<file path="config.mk">
export PLATFORM = sky130hd
export DESIGN_NAME = drt_top
export DESIGN_NICKNAME = d
export VERILOG_FILES = /design/src/core/drt_pkg.sv /design/src/core/drt_top.sv /design/src/core/drt_unit.sv
export SDC_FILE = /design/constraint.sdc
export NUM_CORES = 1
export LEC_CHECK = 0
export ABC_AREA = 0
export BUFFER_PORTS_ARGS = -buffer_cell sky130_fd_sc_hd__buf_2
export CORE_UTILIZATION = 30
export DETAILED_ROUTE_END_ITERATION = 10
export PLACE_DENSITY = 0.57
export RECOVER_POWER = 100
export SYNTH_ARGS = -nofsm -noshare
export SYNTH_HDL_FRONTEND = slang
export SYNTH_SLANG_ARGS = --single-unit
</file>
<file path="constraint.sdc">
create_clock -name CORE_CLK_I -period 5.4 [get_ports CORE_CLK_I]
set_clock_uncertainty 0.15 [all_clocks]
set_input_delay 0.81 -clock CORE_CLK_I [delete_from_list [all_inputs] [get_ports CORE_CLK_I]]
set_output_delay 0.81 -clock CORE_CLK_I [all_outputs]
set_load 0.005 [all_outputs]
</file>
<file path="src/core/drt_pkg.sv">
// constants shared by the dual reload timer/counter and its count unit
// assumes a single core clock and an active-low asynchronous reset
//
// What this block does
// two 8-bit units, second also counts events
// count up, overflow reloads preset, continue counting
// overflow raises request only when enabled
// counter mode: writing zero clears count
// reading count never disturbs it
// first unit: cpu, div8, div64, chain
// second unit: cpu, div65536, external, 0, 1
// chaining forms one 16-bit timer/counter
// reset clears counts, presets, enables; first select goes to cpu, second to the constant 0 source
// preset write takes effect at next overflow
// constant sources give no edges, count holds
`default_nettype none

package drt_pkg;
   // count width and key values
   localparam int          CNT_W      = 8;
   localparam logic [7:0]  CNT_MAX    = 8'hff;
   localparam logic [7:0]  CNT_ZERO   = 8'h00;
   localparam logic [7:0]  RELOAD_RST = 8'h00;

   // first unit clock select codes
   localparam int          A_SEL_W     = 2;
   localparam logic [1:0]  A_SEL_CPU   = 2'h0;
   localparam logic [1:0]  A_SEL_DIV8  = 2'h1;
   localparam logic [1:0]  A_SEL_DIV64 = 2'h2;
   localparam logic [1:0]  A_SEL_CHAIN = 2'h3;
   localparam logic [1:0]  A_SEL_RST   = 2'h0;

   // second unit clock select codes, unused codes give no edges
   localparam int          B_SEL_W    = 3;
   localparam logic [2:0]  B_SEL_CPU  = 3'h0;
   localparam logic [2:0]  B_SEL_SLOW = 3'h1;
   localparam logic [2:0]  B_SEL_EXT  = 3'h2;
   localparam logic [2:0]  B_SEL_ZERO = 3'h3;
   localparam logic [2:0]  B_SEL_ONE  = 3'h4;
   localparam logic [2:0]  B_SEL_RST  = 3'h3;

   // prescalers
   localparam int          PRE_A_W     = 6;
   localparam logic [5:0]  DIV8_MASK   = 6'h07;
   localparam logic [5:0]  DIV64_MASK  = 6'h3f;
   localparam logic [5:0]  PRE_A_RST   = 6'h00;
   localparam logic [5:0]  PRE_A_STEP  = 6'h01;
   localparam int          PRE_B_W     = 16;
   localparam logic [15:0] PRE_B_RST   = 16'h0000;
   localparam logic [15:0] PRE_B_STEP  = 16'h0001;
   localparam int          B_SLOW_DEF  = 65536;
endpackage

`default_nettype wire

</file>
<file path="src/core/drt_top.sv">
// dual 8-bit reload timer/counter with clock selection and chaining
// assumes cpu-side strobes and data come from the core clock domain;
// the external count pin is asynchronous
`default_nettype none

module drt_top
   import drt_pkg::*;
#(
   parameter int B_SLOW_DIV = B_SLOW_DEF
)
(
   input  wire logic               CORE_CLK_I,
   input  wire logic               RESET_N_I,
   input  wire logic               EXTERNAL_COUNT_INPUT_I,
   input  wire logic               CTRL_WR_I,
   input  wire logic [A_SEL_W-1:0] TIMER_A_CLK_SEL_I,
   input  wire logic [B_SEL_W-1:0] TIMER_B_CLK_SEL_I,
   input  wire logic               TIMER_B_COUNTER_MODE_I,
   input  wire logic               TIMER_A_IRQ_EN_I,
   input  wire logic               TIMER_B_IRQ_EN_I,
   input  wire logic               TIMER_A_PRESET_WR_I,
   input  wire logic [CNT_W-1:0]   TIMER_A_PRESET_I,
   input  wire logic               TIMER_B_PRESET_WR_I,
   input  wire logic [CNT_W-1:0]   TIMER_B_PRESET_I,
   input  wire logic               TIMER_B_COUNT_WR_I,
   input  wire logic [CNT_W-1:0]   TIMER_B_COUNT_I,
   output var  logic [CNT_W-1:0]   TIMER_A_COUNT_O,
   output var  logic [CNT_W-1:0]   TIMER_B_COUNT_O,
   output var  logic               TIMER_A_IRQ_O,
   output var  logic               TIMER_B_IRQ_O
);

   // true when every bit of the mask is set in the prescaler
   function automatic logic pre_hit(input logic [PRE_A_W-1:0] val,
                                    input logic [PRE_A_W-1:0] mask);
      pre_hit = (val & mask) == mask;
   endfunction

   localparam logic [PRE_B_W-1:0] PRE_B_LAST = PRE_B_W'(B_SLOW_DIV - 1);

   logic [A_SEL_W-1:0] a_sel_ff;
   logic [B_SEL_W-1:0] b_sel_ff;
   logic               b_cnt_mode_ff;
   logic               a_irq_en_ff;
   logic               b_irq_en_ff;
   logic [PRE_A_W-1:0] pre_a_ff;
   logic [PRE_B_W-1:0] pre_b_ff;
   logic               ext_meta_ff;
   logic               ext_sync_ff;
   logic               ext_prev_ff;
   logic               a_irq_ff;
   logic               b_irq_ff;
   logic               a_tick;
   logic               b_tick;
   logic               b_slow_tick;
   logic               ext_edge;
   logic               a_ovf;
   logic               b_ovf;
   logic               b_clear;
   logic [PRE_A_W-1:0] a_gap_ff;
   logic               a_run_ff;

   // control settings, captured on a cpu strobe
   always_ff @(posedge CORE_CLK_I or negedge RESET_N_I)
   begin
      if (!RESET_N_I)
      begin
         a_sel_ff      <= A_SEL_RST;
         b_sel_ff      <= B_SEL_RST;
         b_cnt_mode_ff <= 1'b0;
         a_irq_en_ff   <= 1'b0;
         b_irq_en_ff   <= 1'b0;
      end
      else if (CTRL_WR_I)
      begin
         a_sel_ff      <= TIMER_A_CLK_SEL_I;
         b_sel_ff      <= TIMER_B_CLK_SEL_I;
         b_cnt_mode_ff <= TIMER_B_COUNTER_MODE_I;
         a_irq_en_ff   <= TIMER_A_IRQ_EN_I;
         b_irq_en_ff   <= TIMER_B_IRQ_EN_I;
      end
   end

   // free-running prescaler for the first unit
   always_ff @(posedge CORE_CLK_I or negedge RESET_N_I)
   begin
      if (!RESET_N_I)
         pre_a_ff <= PRE_A_RST;
      else
         pre_a_ff <= pre_a_ff + PRE_A_STEP;
   end

   // slow prescaler for the second unit, wraps at the divide figure
   always_ff @(posedge CORE_CLK_I or negedge RESET_N_I)
   begin
      if (!RESET_N_I)
         pre_b_ff <= PRE_B_RST;
      else if (pre_b_ff == PRE_B_LAST)
         pre_b_ff <= PRE_B_RST;
      else
         pre_b_ff <= pre_b_ff + PRE_B_STEP;
   end

   assign b_slow_tick = pre_b_ff == PRE_B_LAST;

   // pin synchroniser then edge detect; costs two cycles of latency
   // and limits pin rate to below half the core clock
   always_ff @(posedge CORE_CLK_I or negedge RESET_N_I)
   begin
      if (!RESET_N_I)
      begin
         ext_meta_ff <= 1'b0;
         ext_sync_ff <= 1'b0;
         ext_prev_ff <= 1'b0;
      end
      else
      begin
         ext_meta_ff <= EXTERNAL_COUNT_INPUT_I;
         ext_sync_ff <= ext_meta_ff;
         ext_prev_ff <= ext_sync_ff;
      end
   end

   assign ext_edge = ext_sync_ff && !ext_prev_ff;

   // first unit clock source
   always_comb
   begin
      case (a_sel_ff)
         A_SEL_CPU:   a_tick = 1'b1;
         A_SEL_DIV8:  a_tick = pre_hit(pre_a_ff, DIV8_MASK);
         A_SEL_DIV64: a_tick = pre_hit(pre_a_ff, DIV64_MASK);
         A_SEL_CHAIN: a_tick = b_ovf;
         default:     a_tick = 1'b0;
      endcase
   end

   // second unit clock source; constants never make an edge
   always_comb
   begin
      case (b_sel_ff)
         B_SEL_CPU:  b_tick = 1'b1;
         B_SEL_SLOW: b_tick = b_slow_tick;
         B_SEL_EXT:  b_tick = ext_edge;
         B_SEL_ZERO: b_tick = 1'b0;
         B_SEL_ONE:  b_tick = 1'b0;
         default:    b_tick = 1'b0;
      endcase
   end

   // writing zero clears only in counter mode; other writes ignored
   assign b_clear = TIMER_B_COUNT_WR_I && b_cnt_mode_ff &&
                    TIMER_B_COUNT_I == CNT_ZERO;

   drt_unit u_timer_a
   (
      .clk_i       (CORE_CLK_I),
      .reset_n_i   (RESET_N_I),
      .tick_i      (a_tick),
      .preset_wr_i (TIMER_A_PRESET_WR_I),
      .preset_i    (TIMER_A_PRESET_I),
      .clear_i     (1'b0),
      .count_o     (TIMER_A_COUNT_O),
      .ovf_o       (a_ovf)
   );

   drt_unit u_timer_b
   (
      .clk_i       (CORE_CLK_I),
      .reset_n_i   (RESET_N_I),
      .tick_i      (b_tick),
      .preset_wr_i (TIMER_B_PRESET_WR_I),
      .preset_i    (TIMER_B_PRESET_I),
      .clear_i     (b_clear),
      .count_o     (TIMER_B_COUNT_O),
      .ovf_o       (b_ovf)
   );

   // interrupt requests, one-cycle pulse per enabled overflow
   always_ff @(posedge CORE_CLK_I or negedge RESET_N_I)
   begin
      if (!RESET_N_I)
      begin
         a_irq_ff <= 1'b0;
         b_irq_ff <= 1'b0;
      end
      else
      begin
         a_irq_ff <= a_ovf && a_irq_en_ff;
         b_irq_ff <= b_ovf && b_irq_en_ff;
      end
   end

   assign TIMER_A_IRQ_O = a_irq_ff;
   assign TIMER_B_IRQ_O = b_irq_ff;

   // cycles since the last first-unit tick, for the spacing checks only
   always_ff @(posedge CORE_CLK_I or negedge RESET_N_I)
   begin
      if (!RESET_N_I)
         a_gap_ff <= PRE_A_RST;
      else if (a_tick)
         a_gap_ff <= PRE_A_RST;
      else
         a_gap_ff <= a_gap_ff + PRE_A_STEP;
   end

   // set once a tick came under the present select; a control write
   // drops it so a select change never looks like a bad spacing
   always_ff @(posedge CORE_CLK_I or negedge RESET_N_I)
   begin
      if (!RESET_N_I)
         a_run_ff <= 1'b0;
      else
         a_run_ff <= !CTRL_WR_I && (a_run_ff || a_tick);
   end
endmodule

`default_nettype wire

</file>
<file path="src/core/drt_unit.sv">
// one 8-bit auto-reload up counter with a reload register
// assumes a one-cycle count enable from the same clock domain
`default_nettype none

module drt_unit
   import drt_pkg::*;
(
   input  wire logic             clk_i,
   input  wire logic             reset_n_i,
   input  wire logic             tick_i,
   input  wire logic             preset_wr_i,
   input  wire logic [CNT_W-1:0] preset_i,
   input  wire logic             clear_i,
   output var  logic [CNT_W-1:0] count_o,
   output var  logic             ovf_o
);

   logic [CNT_W-1:0] count_ff;
   logic [CNT_W-1:0] reload_ff;
   logic             ovf_ff;

   // reload register, only sampled at overflow so writes never jolt
   // the running count
   always_ff @(posedge clk_i or negedge reset_n_i)
   begin
      if (!reset_n_i)
         reload_ff <= RELOAD_RST;
      else if (preset_wr_i)
         reload_ff <= preset_i;
   end

   // counter; clear wins over a tick in the same cycle
   always_ff @(posedge clk_i or negedge reset_n_i)
   begin
      if (!reset_n_i)
         count_ff <= CNT_ZERO;
      else if (clear_i)
         count_ff <= CNT_ZERO;
      else if (tick_i && count_ff == CNT_MAX)
         count_ff <= reload_ff;
      else if (tick_i)
         count_ff <= count_ff + 8'h01;
   end

   // one-cycle overflow pulse
   always_ff @(posedge clk_i or negedge reset_n_i)
   begin
      if (!reset_n_i)
         ovf_ff <= 1'b0;
      else
         ovf_ff <= tick_i && !clear_i && count_ff == CNT_MAX;
   end

   assign count_o = count_ff;
   assign ovf_o   = ovf_ff;
endmodule

`default_nettype wire

</file>
==> summary.md <==
| Metric | Value |
|---|---|
| Most common cell in the netlist | `dfrtp_1` |
| Register area | `1730 um^2` |
| FILL cells | `1030` |
| CP cell instances | `ha_1 -> nand3_1 -> and4bb_1 -> o21ai_0 -> nor2_1 -> a311oi_2` |
| Status | `complete, no violations` |
| First-pass DRT Iterations | `4` |
| Port Buf Inserts | `56` |
| Nets@finish | `368` |
| P_leak | `1.60 nW` |
| Mapped Area | `3060 um^2` |
| CTS clock-pin slew for the worst setup and hold paths | `80 ps` |
| Core area | `9820 um^2` |
| Post-placement setup slack | `2750 ps` |
| FMAX | `387 MHz` |
| Top area cells in the synthesized netlist | `dfrtp_1 55%, mux2_2 8.5%, nor2_1 2.8%, nand2_1 2.7%, xor2_1 2.6%` |
| Fin crit period | `2580 ps` |
| Starting Density | `0.312` |
| Syn avg cell area | `11.7 um^2` |
| Pin count of the biggest net entering global routing | `70` |
| Sequential-to-total area share from yosys stat | `0.564` |
| Slew HR | `0.403` |
| Routability cong. | `0.716` |
| Post-Route WL | `6.04 mm` |
| CTS Sinks | `69` |
| Cells after Synth | `263` |
| Complex-gate fraction of the synthesized area | `0.106` |
| DRC viols | `0` |
| Area leader, netlist | `dfrtp_1` |
| Tot GR Track Use | `0.126` |
| H-tree levels | `3` |
| FF+latch count, synth | `69` |
| Family with the most delay on the worst path | `compound AO/OA/AOI/OAI gates` |
| Asr flop ratio synth | `1.00` |
| Number of global-route vias before repair | `2062` |
| N_diodes | `0` |
| Post-CTS sizing | `0` |
| Startpoint types | `flop` |
| Antenna-violating nets left | `0` |
| Post-CTS setup buffers | `0` |
| Critical Path RT | `5510 ps` |
| Die Y | `103 um` |
| Post-Synth Simple-Gate Area | `0.150` |
| Drt wl/cell | `13.1 um` |
| Most instantiated cells after synthesis | `67 x dfrtp_1, 23 x mux2_2, 23 x nor2_1` |
| Largest fanout on the critical path | `10` |
| Clock Tree Buf Depth | `2` |
| Max VDD drop | `186 uV` |
| Final count of hold timing violations | `0` |
| CTS tree | `done` |
| Adder-cell share of the synthesized area | `0.0204` |
| Tcrit/Tclk final | `0.479` |
| # rows | `36` |
| DRT iter0 DRCs | `126` |
| XOR/XNOR share of the synthesized area | `0.0457` |
| Mux cell area share after synthesis | `0.0911` |
| Max Cap Viol | `0` |
| Vias | `2186` |
| EDFF count, synth | `0` |
| Worst Tran Pin Value | `896 ps` |
| Die W | `103 um` |
| Hold_buf cts | `0` |
| Fin. max-slew vios | `0` |
| Initial antenna violation count | `1` |
| Multi-input combinational cell area | `1270 um^2` |
| Skew-Pair Late Insertion Delay | `350 ps` |
| CTS Root Cell | `clkbuf_8` |
| Setup TNS | `0 ps` |
| GR Overflow Total | `0` |
| Post-detail-place hpwl | `4.30 mm` |
| Slowest CP cell | `o21ai_0` |
| First-pass GRT wire length | `10.1 mm` |
| Largest family of logic cells by synthesized area | `simple AND/OR/NAND/NOR gates` |
| Peak per-stage delay on the critical path | `740 ps` |
| Syn. warnings | `0` |
| Layout area overhead | `19.1%` |
| Boundary pin count | `57` |
| Buffers plus inverters on the worst setup path | `0` |
| Critical path arrival | `2690 ps` |
| Final setup margin | `2820 ps` |
| Crit path kind | `reg2reg` |
| Final setup fails | `0` |
| Die area | `10600 um^2` |
| Pwr/cell area | `367 nW/um^2` |
| Via-per-instance ratio | `4.73` |
| Worst Hold Class | `reg2reg` |
| Crit path capture type | `flop` |
| Syn_nets | `307` |
| Layout cells sized above 1 | `0.277` |
| Yosys top cell area share | `0.547` |
| Main synth FF type | `dfrtp_1` |
| Netlist cell types | `46` |
| RSZ-0062 raised after global routing | `no` |
| Num CTS Buffers | `9` |
[cell families (layout without fill, tap and decap cells)]
family                   count (synthesis)  in the layout
AO/OA/AOI/OAI                           47             47
multiplexers                            25             25
flip-flops                              69             69
adder cells (fa/ha/maj)                  5              5
buffers and inverters                   14             80
AND/OR/NAND/NOR                         87             87
XOR/XNOR                                16             16
[flip-flops by register name (all words and copies together) (netlist names), 2 cells and up]
name / cells
a_sel_ff: 2
b_sel_ff: 3
u_timer_b.count_o: 8
pre_b_ff: 16
u_timer_a.count_o: 8
u_timer_a.reload_ff: 8
u_timer_b.reload_ff: 8
pre_a_ff: 6
[stage by stage]
| step | area (um^2) | utilization | total power, mW | hold slack [ps] | instances |
|---|---|---|---|---|---|
| 2_1_floorplan | 3060 | - | 0.826 | 181 | 263 |
| 3_3_place_gp | 3480 | 0.354 | 0.938 | 186 | 446 |
| 3_5_place_dp | 3480 | 0.354 | 0.948 | 191 | 446 |
| 4_1_cts | 3670 | 0.373 | 1.37 | 214 | 462 |
| 5_1_grt | 3650 | 0.372 | 1.43 | 223 | 462 |
| 6_report | 3650 | 0.372 | 1.34 | 214 | 462 |
[where the power goes]
| group | internal [mW] | switching (mW) |
|---|---|---|
| clock | 0.212 | 0.199 |
| sequential | 0.588 | 0.0878 |
| combinational | 0.125 | 0.128 |
[final timing paths]
kind | start | endpoint | slack, ps | cells past startpoint
max | pre_b_ff[0] | u_timer_b.count_o[6] | 2820 | 6
max reg2reg | pre_b_ff[0] | u_timer_b.count_o[6] | 2820 | 6
max in group asynchronous | RESET_N_I | u_timer_a.reload_ff[7] | 3990 | 2
min | ext_meta_ff | ext_sync_ff | 210 | 0
min in group asynchronous | RESET_N_I | u_timer_b.reload_ff[4] | 500 | 2
min reg2reg | ext_meta_ff | ext_sync_ff | 210 | 0
[worst reg2reg max path, stage by stage (launching register included)]
cell and delay [ps]:
dfrtp_1 410, ha_1 230, nand3_1 160, and4bb_1 320, o21ai_0 740, nor2_1 180, a311oi_2 300
[area by class of cell]
class                           instances  area share
Sequential cell                        69       0.474
Multi-Input combinational cell        180       0.347
Timing Repair Buffer                   57      0.0740
Tap cell                              133      0.0456
Clock buffer                           10      0.0350
Clock inverter                          6      0.0175
Inverter                                7     0.00720
[cells in the final DEF, fill, tap and decap left out, types with 2 or more instances in the layout]
cell        instances
a21oi_1            12
o2bb2ai_1           2
mux2i_1             2
and3_1              4
nand3_1            13
ha_1                5
o31ai_1             3
and2_1              2
xnor2_1             7
nor2_1             23
a21boi_0            2
inv_1               7
clkinv_2            2
clkinvlp_4          2
dfstp_2             2
nor2b_1             3
a211oi_1            2
clkbuf_1           15
o21ai_0            14
a31oi_1             2
clkbuf_8            9
buf_2              42
nor3_1              2
nand2_1            22
o41ai_1             2
mux2_2             23
nand4_1             7
dfrtp_1            67
xor2_1              9
[layer usage]
metal | vias up | routed length [um] | global-route usage
li1 | 1059 | - | -
met1 | 1049 | 2940 | 0.168
met2 | 65 | 2660 | 0.186
met3 | 11 | 343 | 0.0488
met4 | 2 | 83 | 0.0477
met5 | - | 13 | 0
Power figures use the tool's default switching activity.
